[src/inc/mas_pkg.sv]
`default_nettype none
package mas_pkg;
  // ----------------------------------------
  // register map and reset values
  // ----------------------------------------
  localparam logic [7:0] ADDR_STATUS = 8'hD0;
  localparam logic [7:0] ADDR_MAIN = 8'hE0;
  localparam logic [7:0] ADDR_HELPER = 8'hF0;
  localparam logic [7:0] RESET_BYTE = 8'h00;
  localparam int BANK_SHIFT = 3;
  // status word field positions, bit 7 down
  localparam int POS_CARRY = 7;
  localparam int POS_HALF = 6;
  localparam int POS_FLAG0 = 5;
  localparam int POS_BANK_HI = 4;
  localparam int POS_BANK_LO = 3;
  localparam int POS_WRAP = 2;
  localparam int POS_FLAG1 = 1;
  localparam int POS_PARITY = 0;

  // ----------------------------------------
  // types
  // ----------------------------------------
  typedef enum logic [3:0] {
    AOP_ADD = 4'h0, AOP_ADDC = 4'h1, AOP_SUBB = 4'h2, AOP_INC = 4'h3, AOP_DEC = 4'h4,
    AOP_MUL = 4'h5, AOP_DIV = 4'h6, AOP_DA = 4'h7, AOP_CMP = 4'h8
  } mas_aop_t;

  typedef enum logic [4:0] {
    CLS_NONE = 5'h00, CLS_ARITH = 5'h01, CLS_ORL = 5'h02, CLS_ANL = 5'h03, CLS_XRL = 5'h04,
    CLS_CLRA = 5'h05, CLS_CPLA = 5'h06, CLS_RL = 5'h07, CLS_RLC = 5'h08, CLS_RR = 5'h09,
    CLS_RRC = 5'h0A, CLS_SWAP = 5'h0B, CLS_CLRC = 5'h0C, CLS_SETBC = 5'h0D,
    CLS_CPLC = 5'h0E, CLS_CLRBIT = 5'h0F, CLS_SETBBIT = 5'h10, CLS_CPLBIT = 5'h11,
    CLS_MOVCB = 5'h12, CLS_MOVBC = 5'h13, CLS_ANLCB = 5'h14, CLS_ORLCB = 5'h15,
    CLS_JB = 5'h16, CLS_JNB = 5'h17, CLS_JBC = 5'h18, CLS_CJNE = 5'h19
  } mas_cls_t;

  typedef struct packed {
    mas_cls_t cls;
    mas_aop_t aop;
  } mas_dec_t;

  typedef struct packed {
    logic valid;
    logic [7:0] opcode;
    logic [7:0] operand;
    logic [7:0] bitAddr;
  } mas_instr_t;

  typedef struct packed {
    logic [7:0] res;
    logic [7:0] resHigh;
    logic carry;
    logic halfCarry;
    logic signedWrap;
  } mas_arith_t;

  typedef struct packed {
    logic carry;
    logic halfCarry;
    logic flagZero;
    logic [1:0] bank;
    logic signedWrap;
    logic flagOne;
    logic parity;
  } mas_status_t;
endpackage : mas_pkg
`default_nettype wire

[src/design/mas_arith.sv]
`timescale 1ns/100ps
`default_nettype none
module mas_arith (
  // operation
  input wire mas_pkg::mas_aop_t aop,
  input wire logic [7:0] left,
  input wire logic [7:0] right,
  // incoming flags
  input wire logic carryIn,
  input wire logic halfIn,
  input wire logic wrapIn,
  // result
  output var mas_pkg::mas_arith_t result
);
  // returns carry7, carry3, signed wrap, sum
  function automatic logic [10:0] addc(input logic [7:0] x, input logic [7:0] y,
                                       input logic c);
    logic [4:0] lo;
    logic [8:0] full;
    logic [7:0] low7;
    lo = {1'b0, x[3:0]} + {1'b0, y[3:0]} + {4'h0, c};
    full = {1'b0, x} + {1'b0, y} + {8'h00, c};
    low7 = {1'b0, x[6:0]} + {1'b0, y[6:0]} + {7'h00, c};
    return {full[8], lo[4], full[8] ^ low7[7], full[7:0]};
  endfunction : addc

  logic [10:0] sum;
  logic [15:0] prod;
  logic [8:0] adj;
  logic adjCarry;

  always_comb begin
    sum = 11'h000;
    adj = {1'b0, left};
    adjCarry = carryIn;
    prod = {8'h00, left} * {8'h00, right};
    result = '{res: left, resHigh: right, carry: carryIn, halfCarry: halfIn,
               signedWrap: wrapIn};
    case (aop)
      mas_pkg::AOP_ADD, mas_pkg::AOP_ADDC: begin
        sum = addc(left, right, (aop == mas_pkg::AOP_ADDC) ? carryIn : 1'b0);
        result.res = sum[7:0];
        result.carry = sum[10];
        result.halfCarry = sum[9];
        result.signedWrap = sum[8];
      end
      mas_pkg::AOP_SUBB: begin
        // borrow is the inverted carry of the complement add
        sum = addc(left, ~right, ~carryIn);
        result.res = sum[7:0];
        result.carry = ~sum[10];
        result.halfCarry = ~sum[9];
        result.signedWrap = sum[8];
      end
      mas_pkg::AOP_INC: result.res = left + 8'h01;
      mas_pkg::AOP_DEC: result.res = left - 8'h01;
      mas_pkg::AOP_MUL: begin
        result.res = prod[7:0];
        result.resHigh = prod[15:8];
        result.carry = 1'b0;
        result.signedWrap = |prod[15:8];
      end
      mas_pkg::AOP_DIV: begin
        result.carry = 1'b0;
        // divide by zero leaves both operands untouched
        if (right == 8'h00) begin
          result.signedWrap = 1'b1;
        end else begin
          result.res = left / right;
          result.resHigh = left % right;
          result.signedWrap = 1'b0;
        end
      end
      mas_pkg::AOP_DA: begin
        if (left[3:0] > 4'h9 || halfIn) begin
          adj = adj + 9'h006;
        end
        adjCarry = carryIn | adj[8];
        if (adj[7:4] > 4'h9 || adjCarry) begin
          adj = {1'b0, adj[7:0]} + 9'h060;
          adjCarry = adjCarry | adj[8];
        end
        result.res = adj[7:0];
        result.carry = adjCarry;
      end
      mas_pkg::AOP_CMP: result.carry = (left < right);
      default: result.res = left;
    endcase
  end
endmodule : mas_arith
`default_nettype wire

[src/design/mas_alu_status.sv]
// Functional notes
// - decodes standard instruction set binary encodings
// - main operand register, bit addressable, resets zero
// - helper register holds multiply/divide second operand
// - add, subtract, multiply, divide, inc, dec, adjust, compare
// - AND, OR, XOR, complement, rotate on bytes
// - bit set, clear, complement, jumps, carry moves
// - status word layout fixed, resets zero
// - bank select picks one of four ranges
// - every special register read, write, modify
`timescale 1ns/100ps
`default_nettype none
module mas_alu_status (
  // clock and reset
  input wire logic core_clk,
  input wire logic rstn,
  // instruction decoder
  input wire mas_pkg::mas_instr_t instr,
  input wire logic extBitIn,
  // special register bus
  input wire logic [7:0] sregAddr,
  input wire logic sregWe,
  input wire logic sregRe,
  input wire logic [7:0] sregWdata,
  // register read answer
  output logic [7:0] sregRdata,
  output logic sregHit,
  // execution results
  output logic done,
  output logic jumpTaken,
  output logic extBitWe,
  output logic [7:0] extBitAddr,
  output logic extBitData,
  // register views
  output logic [7:0] mainOperand,
  output logic [7:0] helperValue,
  output logic [7:0] statusWord,
  output logic [7:0] bankBase
);
  // --------------------------------------------------
  // decode helpers
  // --------------------------------------------------
  // 0 none, 1 status, 2 main, 3 helper
  function automatic logic [1:0] regSel(input logic [7:0] addr);
    case (addr)
      mas_pkg::ADDR_STATUS: return 2'd1;
      mas_pkg::ADDR_MAIN: return 2'd2;
      mas_pkg::ADDR_HELPER: return 2'd3;
      default: return 2'd0;
    endcase
  endfunction : regSel

  // only bit addresses at or above 0x80 map onto special registers
  function automatic logic [1:0] bitSel(input logic [7:0] addr);
    return addr[7] ? regSel({addr[7:3], 3'b000}) : 2'd0;
  endfunction : bitSel

  function automatic mas_pkg::mas_dec_t decodeOp(input logic [7:0] op);
    mas_pkg::mas_dec_t d;
    d = '{cls: mas_pkg::CLS_NONE, aop: mas_pkg::AOP_ADD};
    if (op[3:0] >= 4'h4) begin
      case (op[7:4])
        4'h2: d = '{cls: mas_pkg::CLS_ARITH, aop: mas_pkg::AOP_ADD};
        4'h3: d = '{cls: mas_pkg::CLS_ARITH, aop: mas_pkg::AOP_ADDC};
        4'h4: d.cls = mas_pkg::CLS_ORL;
        4'h5: d.cls = mas_pkg::CLS_ANL;
        4'h6: d.cls = mas_pkg::CLS_XRL;
        4'h9: d = '{cls: mas_pkg::CLS_ARITH, aop: mas_pkg::AOP_SUBB};
        default: d.cls = mas_pkg::CLS_NONE;
      endcase
    end
    case (op)
      8'h04: d = '{cls: mas_pkg::CLS_ARITH, aop: mas_pkg::AOP_INC};
      8'h14: d = '{cls: mas_pkg::CLS_ARITH, aop: mas_pkg::AOP_DEC};
      8'hA4: d = '{cls: mas_pkg::CLS_ARITH, aop: mas_pkg::AOP_MUL};
      8'h84: d = '{cls: mas_pkg::CLS_ARITH, aop: mas_pkg::AOP_DIV};
      8'hD4: d = '{cls: mas_pkg::CLS_ARITH, aop: mas_pkg::AOP_DA};
      8'hB4, 8'hB5: d = '{cls: mas_pkg::CLS_CJNE, aop: mas_pkg::AOP_CMP};
      8'hE4: d.cls = mas_pkg::CLS_CLRA;
      8'hF4: d.cls = mas_pkg::CLS_CPLA;
      8'h23: d.cls = mas_pkg::CLS_RL;
      8'h33: d.cls = mas_pkg::CLS_RLC;
      8'h03: d.cls = mas_pkg::CLS_RR;
      8'h13: d.cls = mas_pkg::CLS_RRC;
      8'hC4: d.cls = mas_pkg::CLS_SWAP;
      8'hC3: d.cls = mas_pkg::CLS_CLRC;
      8'hD3: d.cls = mas_pkg::CLS_SETBC;
      8'hB3: d.cls = mas_pkg::CLS_CPLC;
      8'hC2: d.cls = mas_pkg::CLS_CLRBIT;
      8'hD2: d.cls = mas_pkg::CLS_SETBBIT;
      8'hB2: d.cls = mas_pkg::CLS_CPLBIT;
      8'hA2: d.cls = mas_pkg::CLS_MOVCB;
      8'h92: d.cls = mas_pkg::CLS_MOVBC;
      8'h82: d.cls = mas_pkg::CLS_ANLCB;
      8'h72: d.cls = mas_pkg::CLS_ORLCB;
      8'h20: d.cls = mas_pkg::CLS_JB;
      8'h30: d.cls = mas_pkg::CLS_JNB;
      8'h10: d.cls = mas_pkg::CLS_JBC;
      default: d = d;
    endcase
    return d;
  endfunction : decodeOp

  // --------------------------------------------------
  // state
  // --------------------------------------------------
  logic [7:0] main_reg, main_next;
  logic [7:0] helper_reg, helper_next;
  mas_pkg::mas_status_t status_reg, status_next;
  logic [7:0] rdata_reg, rdata_next;
  logic hit_reg, hit_next;
  logic done_reg, done_next;
  logic jump_reg, jump_next;
  logic extWe_reg, extWe_next;
  logic [7:0] extAddr_reg, extAddr_next;
  logic extData_reg, extData_next;
  logic [7:0] bank_reg, bank_next;

  mas_pkg::mas_dec_t dec;
  mas_pkg::mas_arith_t arith;
  logic [1:0] bitOwner;
  logic [2:0] bitPos;
  logic curBit, newBit, bitWrite;

  assign dec = decodeOp(instr.opcode);
  assign bitOwner = bitSel(instr.bitAddr);
  assign bitPos = instr.bitAddr[2:0];

  // --------------------------------------------------
  // arithmetic unit
  // --------------------------------------------------
  mas_arith u_arith (
    .aop(dec.aop),
    .left(main_reg),
    .right((dec.aop == mas_pkg::AOP_MUL || dec.aop == mas_pkg::AOP_DIV) ?
           helper_reg : instr.operand),
    .carryIn(status_reg.carry),
    .halfIn(status_reg.halfCarry),
    .wrapIn(status_reg.signedWrap),
    .result(arith)
  );

  // --------------------------------------------------
  // next state
  // --------------------------------------------------
  always_comb begin
    main_next = main_reg;
    helper_next = helper_reg;
    status_next = status_reg;
    done_next = 1'b0;
    jump_next = 1'b0;
    extWe_next = 1'b0;
    extAddr_next = extAddr_reg;
    extData_next = extData_reg;
    newBit = 1'b0;
    bitWrite = 1'b0;
    case (bitOwner)
      2'd1: curBit = status_reg[bitPos];
      2'd2: curBit = main_reg[bitPos];
      2'd3: curBit = helper_reg[bitPos];
      default: curBit = extBitIn;
    endcase
    if (instr.valid) begin
      done_next = 1'b1;
      case (dec.cls)
        mas_pkg::CLS_ARITH: begin
          main_next = arith.res;
          status_next.carry = arith.carry;
          status_next.halfCarry = arith.halfCarry;
          status_next.signedWrap = arith.signedWrap;
          if (dec.aop == mas_pkg::AOP_MUL || dec.aop == mas_pkg::AOP_DIV) begin
            helper_next = arith.resHigh;
          end
        end
        mas_pkg::CLS_CJNE: begin
          status_next.carry = arith.carry;
          jump_next = (main_reg != instr.operand);
        end
        mas_pkg::CLS_ORL: main_next = main_reg | instr.operand;
        mas_pkg::CLS_ANL: main_next = main_reg & instr.operand;
        mas_pkg::CLS_XRL: main_next = main_reg ^ instr.operand;
        mas_pkg::CLS_CLRA: main_next = 8'h00;
        mas_pkg::CLS_CPLA: main_next = ~main_reg;
        mas_pkg::CLS_RL: main_next = {main_reg[6:0], main_reg[7]};
        mas_pkg::CLS_RR: main_next = {main_reg[0], main_reg[7:1]};
        mas_pkg::CLS_RLC: begin
          main_next = {main_reg[6:0], status_reg.carry};
          status_next.carry = main_reg[7];
        end
        mas_pkg::CLS_RRC: begin
          main_next = {status_reg.carry, main_reg[7:1]};
          status_next.carry = main_reg[0];
        end
        mas_pkg::CLS_SWAP: main_next = {main_reg[3:0], main_reg[7:4]};
        mas_pkg::CLS_CLRC: status_next.carry = 1'b0;
        mas_pkg::CLS_SETBC: status_next.carry = 1'b1;
        mas_pkg::CLS_CPLC: status_next.carry = ~status_reg.carry;
        mas_pkg::CLS_MOVCB: status_next.carry = curBit;
        mas_pkg::CLS_ANLCB: status_next.carry = status_reg.carry & curBit;
        mas_pkg::CLS_ORLCB: status_next.carry = status_reg.carry | curBit;
        mas_pkg::CLS_CLRBIT, mas_pkg::CLS_SETBBIT, mas_pkg::CLS_CPLBIT,
        mas_pkg::CLS_MOVBC: begin
          bitWrite = 1'b1;
          case (dec.cls)
            mas_pkg::CLS_SETBBIT: newBit = 1'b1;
            mas_pkg::CLS_CPLBIT: newBit = ~curBit;
            mas_pkg::CLS_MOVBC: newBit = status_reg.carry;
            default: newBit = 1'b0;
          endcase
        end
        mas_pkg::CLS_JB: jump_next = curBit;
        mas_pkg::CLS_JNB: jump_next = ~curBit;
        mas_pkg::CLS_JBC: begin
          jump_next = curBit;
          bitWrite = curBit;
          newBit = 1'b0;
        end
        default: done_next = 1'b1;
      endcase
    end
    if (bitWrite) begin
      case (bitOwner)
        2'd1: status_next[bitPos] = newBit;
        2'd2: main_next[bitPos] = newBit;
        2'd3: helper_next[bitPos] = newBit;
        default: begin
          extWe_next = 1'b1;
          extAddr_next = instr.bitAddr;
          extData_next = newBit;
        end
      endcase
    end
    // a bus write lands after the instruction, so it wins on the same register
    if (sregWe) begin
      case (regSel(sregAddr))
        2'd1: status_next = sregWdata;
        2'd2: main_next = sregWdata;
        2'd3: helper_next = sregWdata;
        default: main_next = main_next;
      endcase
    end
    // parity is never software-owned; writes to it are overridden here
    status_next.parity = ^main_next;
    bank_next = 8'(status_next.bank) << mas_pkg::BANK_SHIFT;
    hit_next = sregRe && (regSel(sregAddr) != 2'd0);
    case (sregRe ? regSel(sregAddr) : 2'd0)
      2'd1: rdata_next = status_reg;
      2'd2: rdata_next = main_reg;
      2'd3: rdata_next = helper_reg;
      default: rdata_next = 8'h00;
    endcase
  end

  // --------------------------------------------------
  // registers
  // --------------------------------------------------
  always_ff @(posedge core_clk) begin
    if (!rstn) begin
      main_reg <= mas_pkg::RESET_BYTE;
      helper_reg <= mas_pkg::RESET_BYTE;
      status_reg <= mas_pkg::RESET_BYTE;
      rdata_reg <= 8'h00;
      hit_reg <= 1'b0;
      done_reg <= 1'b0;
      jump_reg <= 1'b0;
      extWe_reg <= 1'b0;
      extAddr_reg <= 8'h00;
      extData_reg <= 1'b0;
      bank_reg <= 8'h00;
    end else begin
      main_reg <= main_next;
      helper_reg <= helper_next;
      status_reg <= status_next;
      rdata_reg <= rdata_next;
      hit_reg <= hit_next;
      done_reg <= done_next;
      jump_reg <= jump_next;
      extWe_reg <= extWe_next;
      extAddr_reg <= extAddr_next;
      extData_reg <= extData_next;
      bank_reg <= bank_next;
    end
  end

  assign sregRdata = rdata_reg;
  assign sregHit = hit_reg;
  assign done = done_reg;
  assign jumpTaken = jump_reg;
  assign extBitWe = extWe_reg;
  assign extBitAddr = extAddr_reg;
  assign extBitData = extData_reg;
  assign mainOperand = main_reg;
  assign helperValue = helper_reg;
  assign statusWord = status_reg;
  assign bankBase = bank_reg;
endmodule : mas_alu_status
`default_nettype wire

[config.mk]
export PLATFORM = sky130hd
export DESIGN_NAME = mas_alu_status
export DESIGN_NICKNAME = d
export VERILOG_FILES = /design/src/inc/mas_pkg.sv /design/src/design/mas_arith.sv /design/src/design/mas_alu_status.sv
export SDC_FILE = /design/constraint.sdc
export NUM_CORES = 1
export LEC_CHECK = 0
export ABC_AREA = 1
export BUFFER_PORTS_ARGS = -buffer_cell sky130_fd_sc_hd__clkbuf_2
export CORE_MARGIN = 2
export CORE_UTILIZATION = 40
export CTS_BUF_LIST = sky130_fd_sc_hd__clkbuf_8
export DETAILED_ROUTE_END_ITERATION = 7
export PLACE_DENSITY_LB_ADDON = 0.12
export SLEW_MARGIN = 20
export SYNTH_ARGS = -nofsm -noshare
export SYNTH_HDL_FRONTEND = slang
export SYNTH_SLANG_ARGS = --single-unit
[constraint.sdc]
create_clock -name core_clk -period 20.4 [get_ports core_clk]
set_clock_uncertainty 0.2 [all_clocks]
set_input_delay 4.08 -clock core_clk [delete_from_list [all_inputs] [get_ports core_clk]]
set_output_delay 4.08 -clock core_clk [all_outputs]
set_load 0.02 [all_outputs]
---- Yosys cells after proc, flatten, opt, wreduce, memory -nomap -nowiden ----
Cells that the tools add are included.
storage, ports and cells
  bits in latches ......................... 0
  bits in read-only memories .............. 0
  input bits .............................. 46
  memory bits (writable) .................. 0
  register bits after elaboration ......... 51
  memories kept ........................... 0
cells by class
  reductions and logical operators ........ 22
  muxes and demuxes ....................... 66
  equality and inequality tests ........... 82
  $mul .................................... 1
  $lt $le $gt $ge ......................... 6
  bitwise gates (word level) .............. 16
  div/mod/pow operators ................... 2
  $add $sub $neg .......................... 16
  shift operators ......................... 0
operator list
  kind                                                             count
  8-bit == test, second input constant                             20
  8-bit two-way mux                                                18
  5-bit case mux with 22 select lines                              1
  8-bit case mux with 11 select lines                              1
  5-bit == test, second input constant                             13
  8-bit case mux with 7 select lines                               1
  5-bit by 4-bit == test with 1-bit output, second input constant  8
  8-bit by 6-bit == test with 1-bit output, second input constant  4
  4-bit by 3-bit == test with 1-bit output, second input constant  7
  9-bit two-way mux                                                3
  8-bit bitwise mux                                                3
  8-bit by 5-bit == test with 1-bit output, second input constant  3
  4-bit case mux with 6 select lines                               1
  8-bit case mux with 3 select lines                               1
  5-bit by 3-bit == test with 1-bit output, second input constant  4
  8-bit by 8-bit adder with 9-bit output                           2
  9-bit by 1-bit adder with 9-bit output                           2
  7-bit by 7-bit adder with 8-bit output                           2
  8-bit by 1-bit adder with 8-bit output                           2
  4-bit by 2-bit == test with 1-bit output, second input constant  4
  8-bit by 8-bit multiplier with 16-bit output                     1
  16-bit two-way mux                                               1
  8-bit inverter                                                   2
  8-bit case mux with 2 select lines                               1
  54 further kinds                                                 106

---- Depth between registers and ports, before layout ----
Gate-level depths: netlist of the first run.
  depth after elaboration ................. 20
  gate-level depth with buffers ........... 98
  depth with buffers taken out ............ 98

---- Cells and area by module ----
A second synthesis of the first run with hierarchy kept.
unflattened totals
  cell total of the unflattened synthesis .. 1751
  area, all modules ....................... 10930.5 µm²
by module, submodules not included
  module          sequential area each (µm²)  times used  area each (µm²)  cells an instance
  mas_arith       0.0                         1           6118.4           954
  mas_alu_status  900.9                       1           4812.1           797

---- Worst setup path before layout of the first run ----
OpenSTA, ideal clock, no wires.
  path kind ............................... input -> register
  start ................................... in instr[19] in the netlist's numbering
  end ..................................... reg status_reg (netlist bit statusWord[0])
  library setup time ...................... 0.110 ns
  path buffers ............................ 2
  cell stages on the path ................. 94
  slack ................................... 5.641 ns
  arrival ................................. 14.449 ns
  cell sequence ........................... inv_2 > nand2_1 > nor2_4 > nand2_4 > buf_6 > nand3_1 > nand2_1 > inv_1 > ha_1 > inv_1 > nor2_1 > nor2_1 > nand3_1 > nand2_1 > nand2_1 > ha_1 > o21ai_0 > nand2_1 > (+58 left out) > nand3_1 > inv_1 > nand2_1 > nand3_1 > nand2_1 > a21oi_1 > nand2_1 > nand2_1 > nand2_1 > nand2_1 > nand2_1 > nand2_1 > nand2_1 > nand2_1 > nand2_1 > nand3_1 > nand2_1 > nor2_1
between the ends
  word-level cells in the longest chain between the ends .. 18
RTL lines
  item                                                                               line                   RTL
  start: declaration                                                                 mas_alu_status.sv:18   input wire mas_pkg::mas_instr_t instr,
  branches (longest 14 deep; another with 8-bit by 8-bit divider with 8-bit output)  --
  8-bit two-way mux *                                                                mas_alu_status.sv:221  if (bitWrite) begin
  8-bit two-way mux                                                                  mas_alu_status.sv:235  case (regSel(sregAddr))
  8-bit two-way mux *                                                                mas_alu_status.sv:234  if (sregWe) begin
  8-bit XOR reduction *                                                              mas_alu_status.sv:243  status_next.parity = ^main_next;
  end signal: assignment                                                             mas_alu_status.sv:261  status_reg <= mas_pkg::RESET_BYTE;
  end signal: assignment                                                             mas_alu_status.sv:273  status_reg <= status_next;
  end: declaration                                                                   mas_alu_status.sv:109  mas_pkg::mas_status_t status_reg, status_next;
Every way passes the cells marked *.
A chain may end at the register's enable or synchronous reset.

---- Final worst setup path of the first run ----
Ends and elaborated chain as after synthesis.

==> results.py, run 1 <==
metrics = {
    "timing": {
        "fmax_mhz": 59.49,
        "worst_slack_ns": 3.590,
        "final.period_utilization": 0.8240,
        "slew_headroom": 0.3470,
        "unrepaired_setup_endpoints_after_global_routing": "false",
        "final-setup-viol-count": 0,
        "final-max-slew-violation-count": 0,
        "worst_slew_pin_slew_ns": 0.9759,
        "timing.setup.tns_ns": 0,
        "period_needed_ns": 16.81,
        "finalHoldWorstSlack_ns": 0.3226,
        "finalHoldViolations": 0,
    },
    "clocking": {
        "htree_levels": 2,
        "clockRootBuffer": "sky130_fd_sc_hd__clkbuf_8",
        "cts_tree": "yes",
        "cts.clk_slew.worst_paths_ns": 0.09,
        "post_cts_buffers": 0,
        "tritoncts_num_sinks": 45,
        "clk_latency_ns": 0.31,
        "cts_hold_repair.buffers": 0,
        "cts.path.max_buffers": 2,
        "cts-resized-gates": 0,
        "numCtsBuffers": 5,
    },
    "power_and_ir_drop": {
        "power.switching_mw": 0.2495,
        "power.sequential.fraction": 0.193,
        "powerDensity_nw_per_um2": 43.52,
        "pwr-share-comb": 0.661,
        "power.switching_fraction": 0.5164,
        "maximum_resistive_drop_on_vdd_uv": 38.04,
        "p_int_mw": 0.2337,
        "power.leakage_nw": 6.284,
        "design_power_total_mw": 0.4832,
        "clock_power_share": 0.146,
    },
    "placed_design": {
        "numPortBuffers": 92,
        "dp.cells": 2109,
        "dp.final_hpwl_microns": 30870,
        "preCtsSetupSlack_ns": 3.518,
        "place_congestion": 0.9570,
        "dpl-instance-area_sq_um": 10990,
    },
    "drt": {
        "post_drt_wl_per_cell_microns": 18.54,
        "routed_wirelength_microns": 39260,
        "drc_errors": 0,
        "detail_route.vias_per_cell": 5.529,
        "drt_pre_antenna_iters": 6,
        "count_of_vias_placed_by_the_detailed_router": 11710,
        "antenna_violating_nets_post_route": 0,
        "drt_iter0_markers": 1366,
    },
    "synth": {
        "synth.mux.area_fraction": 0,
        "area_share_of_fa_ha_maj_cells_after_synthesis": 0.2213,
        "synth_sequential_area_ratio": 0.08746,
        "most_common_flop_cell_mapped_by_yosys": "sky130_fd_sc_hd__dfxtp_1",
        "synth_xor_xnor_area_share": 0.03061,
        "synth-seq-cells": 45,
        "netlist_instances": 1723,
        "async_flop_share": 0,
        "synthesis.area_sq_um": 10300,
        "synth_edf_count": 0,
        "synth.yosys.warnings": 0,
        "main_combinational_cell_family_by_area_after_synthesis": "simple AND/OR/NAND/NOR gates",
        "synth.distinct_cells": 54,
        "synth_area_in_compound_gates": 0.1478,
        "synth-simple-area-share": 0.3904,
        "postSynthAreaPerCell_sq_um": 5.978,
    },
    "floorplanning": {
        "core_area_sq_um": 25250,
        "start_util": 0.4078,
        "die-area_sq_um": 27050,
        "die_x_microns": 164.5,
        "die_h_microns": 164.5,
        "rows": 58,
        "ioPinCount": 99,
    },
    "global_routing": {
        "first_pass_grt_wire_length_microns": 60430,
        "initial_antenna_violation_count": 1,
        "grt_start_max_net_pins": 28,
        "overflow": 0,
        "grt_util_all_layers": 0.2880,
        "grt_pass1_vias": 10950,
    },
    "layout": {
        "final_cell_mix": "sky130_fd_sc_hd__nand2_1, sky130_fd_sc_hd__inv_1, sky130_fd_sc_hd__nor2_1",
        "final_core_utilization": 0.4396,
        "sequential_cell_area_sq_um": 900.9,
        "mostFrequentLayoutCell": "sky130_fd_sc_hd__nand2_1",
        "flow.area_growth_from_synthesis_pct": 7.787,
        "drive_above_1_share": 0.1063,
        "final_net_count": 1989,
        "antenna_cells_inserted": 0,
        "multi_input_comb_area_sq_um": 8162,
        "stdcell_count": 2117,
        "fin_area_sq_um": 11100,
        "fillers": 2801,
    },
    "setup_path": {
        "ff2ff_setup_slack_ns": 7.73,
        "cp_slowest_stage_delay_ns": 0.53,
        "timing.critical_path.mode_cell": "sky130_fd_sc_hd__nand2_1",
        "timing.critical_path.to_type": "register",
        "critPathRequiredTime_ns": 20.41,
        "critPathLaunchType": "primary input",
        "path_max_fanout": 15,
        "cp_slowest_cell": "sky130_fd_sc_hd__nand2_1",
        "cp.arrival_ns": 16.82,
        "setup.worst_path.class": "in -> reg",
    },
    "worst_hold_path": {
        "holdCritPathClass": "reg -> reg",
    },
    "run_status": {
        "run_status": "completed",
    },
    "run": {
        "timing.max_cap.violations": 0,
    },
}
logic make-up after synthesis:
group                    after synthesis
adder cells (fa/ha/maj)              157
AO/OA/AOI/OAI                        259
flip-flops                            45
XOR/XNOR                              36
other                                  1
AND/OR/NAND/NOR                      913
buffers and inverters                312
synthesized netlist by cell type (14+ instances only):
cell type	n	area [sq um]
sky130_fd_sc_hd__a21oi_1	78	390.4
sky130_fd_sc_hd__clkbuf_1	25	93.84
sky130_fd_sc_hd__dfxtp_1	45	900.9
sky130_fd_sc_hd__fa_1	42	840.8
sky130_fd_sc_hd__ha_1	115	1439
sky130_fd_sc_hd__inv_1	248	930.9
sky130_fd_sc_hd__nand2_1	455	1708
sky130_fd_sc_hd__nand2_2	20	125.1
sky130_fd_sc_hd__nand3_1	130	650.6
sky130_fd_sc_hd__nand4_1	29	181.4
sky130_fd_sc_hd__nor2_1	198	743.2
sky130_fd_sc_hd__nor3_1	22	110.1
sky130_fd_sc_hd__o211ai_1	14	105.1
sky130_fd_sc_hd__o21ai_0	84	420.4
sky130_fd_sc_hd__o221ai_1	17	148.9
sky130_fd_sc_hd__xor2_1	24	210.2
power groups by stage:
stage	logic, mW	registers, mW	clock network, mW
4_1_cts	0.315	0.0929	0.0712
6_report	0.320	0.0930	0.0706
5_1_grt	0.357	0.0930	0.0743
3_3_place_gp	0.313	0.0950	0
3_5_place_dp	0.313	0.0949	0
2_1_floorplan	0.222	0.100	0
worst max-delay path, delay by kind of cell:
kind	cells	cell delay, ns
AO/OA/AOI/OAI	14	1.98
adder cells (fa/ha/maj)	8	2.69
buffers and inverters	10	1.21
AND/OR/NAND/NOR	62	6.82
final timing paths:
check,from,to,cells after the start
setup / recovery,instr[19],statusWord[0],94
hold / removal,extBitAddr[6],extBitAddr[6],2
setup reg to reg,helperValue[0],statusWord[0],89
hold reg to reg,extBitAddr[6],extBitAddr[6],2
metal layers:
layer | up-vias | GRT usage | share of wire
li1 | 5694 | - | -
met1 | 5399 | 0.4049 | 0.45
met2 | 543 | 0.4627 | 0.44
met3 | 69 | 0.04495 | 0.086
met4 | 0 | 0.06719 | 0.024
met5 | - | 0 | 0
cell type report:
cell class	count	share of cell area
Timing Repair Buffer	102	0.04824
Tap cell	330	0.03719
Multi-Input combinational cell	1371	0.7352
Inverter	261	0.08825
Sequential cell	45	0.08115
Clock buffer	5	0.006199
Clock inverter	3	0.003832
Power figures use the tool's default switching activity.
==> run 2, diff against run 1 <==
ABC_AREA = 0   (was 1)
clock period = 14.85 ns   (was 20.4 ns; I/O delays follow)
==> run 2 against run 1 <==
Via count decreased by 2.8%. First-iteration DRC count decreased by 11%. Sequential share of layout area shrank 0.25 points. Critical path type unchanged. Largest power group unchanged. Highest routed layer unchanged.
==> results.py, run 2 <==
metrics = {
    "clocking": {
        "htree_levels": 2,
        "clockRootBuffer": "sky130_fd_sc_hd__clkbuf_8",
        "cts.path.max_buffers": 2,
        "tritoncts_num_sinks": 45,
        "clk_latency_ns": 0.31,
        "cts.clk_slew.worst_paths_ns": 0.09,
        "numCtsBuffers": 5,
        "cts_tree": "yes",
    },
    "drt": {
        "post_drt_wl_per_cell_microns": 23.74,
        "wl_met3_microns": 3701,
        "detail_route.vias_per_cell": 6.245,
        "routed_wirelength_microns": 43230,
        "dr.max_layer_used": "met4",
        "antenna_violating_nets_post_route": 0,
        "drt_iter0_markers": 1221,
        "count_of_vias_placed_by_the_detailed_router": 11370,
        "route.met2.wl_microns": 18640,
        "drc_errors": 0,
        "wire_length_on_met1_microns": 19420,
        "drt_pre_antenna_iters": 5,
    },
    "power_and_ir_drop": {
        "maximum_resistive_drop_on_vdd_uv": 36.89,
        "power.leakage_nw": 5.191,
        "design_power_total_mw": 0.6028,
        "powerDensity_nw_per_um2": 52.64,
    },
    "synth": {
        "synth_edf_count": 0,
        "netlist_instances": 1416,
        "most_common_flop_cell_mapped_by_yosys": "sky130_fd_sc_hd__dfxtp_1",
        "synth-seq-cells": 45,
        "synth.distinct_cells": 95,
        "synth_sequential_area_ratio": 0.08720,
        "synth.yosys.warnings": 0,
        "synthTopCellsByArea": "sky130_fd_sc_hd__ha_1, sky130_fd_sc_hd__dfxtp_1, sky130_fd_sc_hd__fa_1",
        "most_used_standard_cells_in_the_synthesized_netlist": "sky130_fd_sc_hd__nor2_1, sky130_fd_sc_hd__nand2_1, sky130_fd_sc_hd__ha_1",
        "synthesis.area_sq_um": 10330,
        "synth.most_common_cell": "sky130_fd_sc_hd__nor2_1",
        "postSynthAreaPerCell_sq_um": 7.296,
        "synth_top_cell_area_share": 0.1393,
        "async_flop_share": 0,
        "yosysTopAreaCell": "sky130_fd_sc_hd__ha_1",
    },
    "timing": {
        "timing.setup.tns_ns": 0,
        "period_needed_ns": 14.21,
        "final-max-slew-violation-count": 0,
        "finalHoldWorstSlack_ns": 0.3007,
        "slew_headroom": 0.2484,
        "fmax_mhz": 70.36,
        "finalHoldViolations": 0,
        "final-setup-viol-count": 0,
        "worst_slew_pin_slew_ns": 1.116,
        "final.period_utilization": 0.9571,
    },
    "global_routing": {
        "first_pass_grt_wire_length_microns": 65080,
        "grt_pass1_vias": 10620,
        "overflow": 0,
        "grt_util_all_layers": 0.3158,
        "grt_start_max_net_pins": 35,
        "initial_antenna_violation_count": 0,
    },
    "setup_path": {
        "critPathLaunchType": "primary input",
        "critPathRequiredTime_ns": 14.83,
        "cp.arrival_ns": 14.19,
        "cp_slowest_stage_delay_ns": 0.39,
        "setup.worst_path.class": "in -> reg",
        "timing.critical_path.to_type": "register",
        "timing.critical_path.mode_cell": "sky130_fd_sc_hd__ha_1",
        "path_max_fanout": 12,
        "cp_slowest_cell": "sky130_fd_sc_hd__mux2_2",
    },
    "placed_design": {
        "place_congestion": 1.014,
        "dp.final_hpwl_microns": 33600,
        "numPortBuffers": 92,
    },
    "layout": {
        "final_net_count": 1693,
        "final_cell_mix": "sky130_fd_sc_hd__nor2_1, sky130_fd_sc_hd__nand2_1, sky130_fd_sc_hd__ha_1",
        "flow.area_growth_from_synthesis_pct": 10.85,
        "antenna_cells_inserted": 0,
        "mostFrequentLayoutCell": "sky130_fd_sc_hd__nor2_1",
        "fillers": 2694,
        "drive_above_1_share": 0.1543,
    },
    "floorplanning": {
        "ioPinCount": 99,
        "die_x_microns": 164.7,
        "core_area_sq_um": 25250,
        "start_util": 0.4091,
        "die_h_microns": 164.7,
        "rows": 58,
        "die-area_sq_um": 27130,
    },
    "run": {
        "timing.max_cap.violations": 0,
    },
    "worst_hold_path": {
        "holdCritPathClass": "reg -> reg",
    },
    "run_status": {
        "run_status": "completed",
    },
}
## run 2: layer usage
layer | vias to the layer above | global-route usage
li1 | 5277 | -
met1 | 5443 | 0.4629
met2 | 554 | 0.4850
met3 | 98 | 0.03666
met4 | 0 | 0.09170
met5 | - | 0
## run 2: what timing repair did
item	4_1_cts	5_1_grt
endpoints found under the setup margin	0	10
endpoints found under the hold margin	0	0
setup buffers	0	9
resized for setup	0	25
hold buffers	0	0
## run 2: worst paths after layout
check                  from             to  slack [ns]  cells after the start
max               instr[17]  statusWord[0]        0.64                     55
min           extBitAddr[1]  extBitAddr[1]        0.30                      2
max reg2reg  helperValue[5]  statusWord[0]        2.99                     51
min reg2reg   extBitAddr[1]  extBitAddr[1]        0.30                      2
## run 2: logic make-up after synthesis
| kind of cell | Yosys count | share of synthesized area |
|---|---|---|
| muxes | 61 | 0.06334 |
| DFF | 45 | 0.08720 |
| other | 1 | 0.0003630 |
| and+or+nand+nor | 531 | 0.2566 |
| buffers and inverters | 185 | 0.07654 |
| xor gates and xnor gates | 51 | 0.04324 |
| AOI/OAI and AO/OA | 385 | 0.2520 |
| adders and majority gates | 157 | 0.2207 |
## run 2: area by class of cell
class                      count  area [sq um]  area share
inverter                      98         367.9     0.03212
multi-input combinational   1191          8787      0.7673
clock inverter                 3         18.77    0.001639
tap                          330         412.9     0.03605
clock buffer                   5         68.82    0.006009
timing repair buffer         149         895.9     0.07823
sequential                    45         900.9     0.07866
## run 2: critical path, delay by kind of cell
family	cells	cell delay [ns]
AO/OA/AOI/OAI	23	4.10
adder cells (fa/ha/maj)	8	2.43
buffers and inverters	7	0.98
multiplexers	4	1.37
AND/OR/NAND/NOR	13	2.37
## run 2: power breakdown
part           switching, mW  internal (mW)  leakage (nW)
clock                 0.0469         0.0326        0.0416
sequential           0.00679          0.125         0.364
combinational          0.243          0.149          4.79
## run 2: stage by stage
stage	instance area (sq um)	worst slack, ns	std cells	util
finish	11450	0.6368	1821	0.4535
global route	11450	-0.04011	1821	0.4535
detailed placement	11180	-0.2660	1804	0.4429
floorplan	10370	0.09523	1421	-
global placement	11180	0.08908	1804	0.4429
CTS	11270	0.005428	1812	0.4463
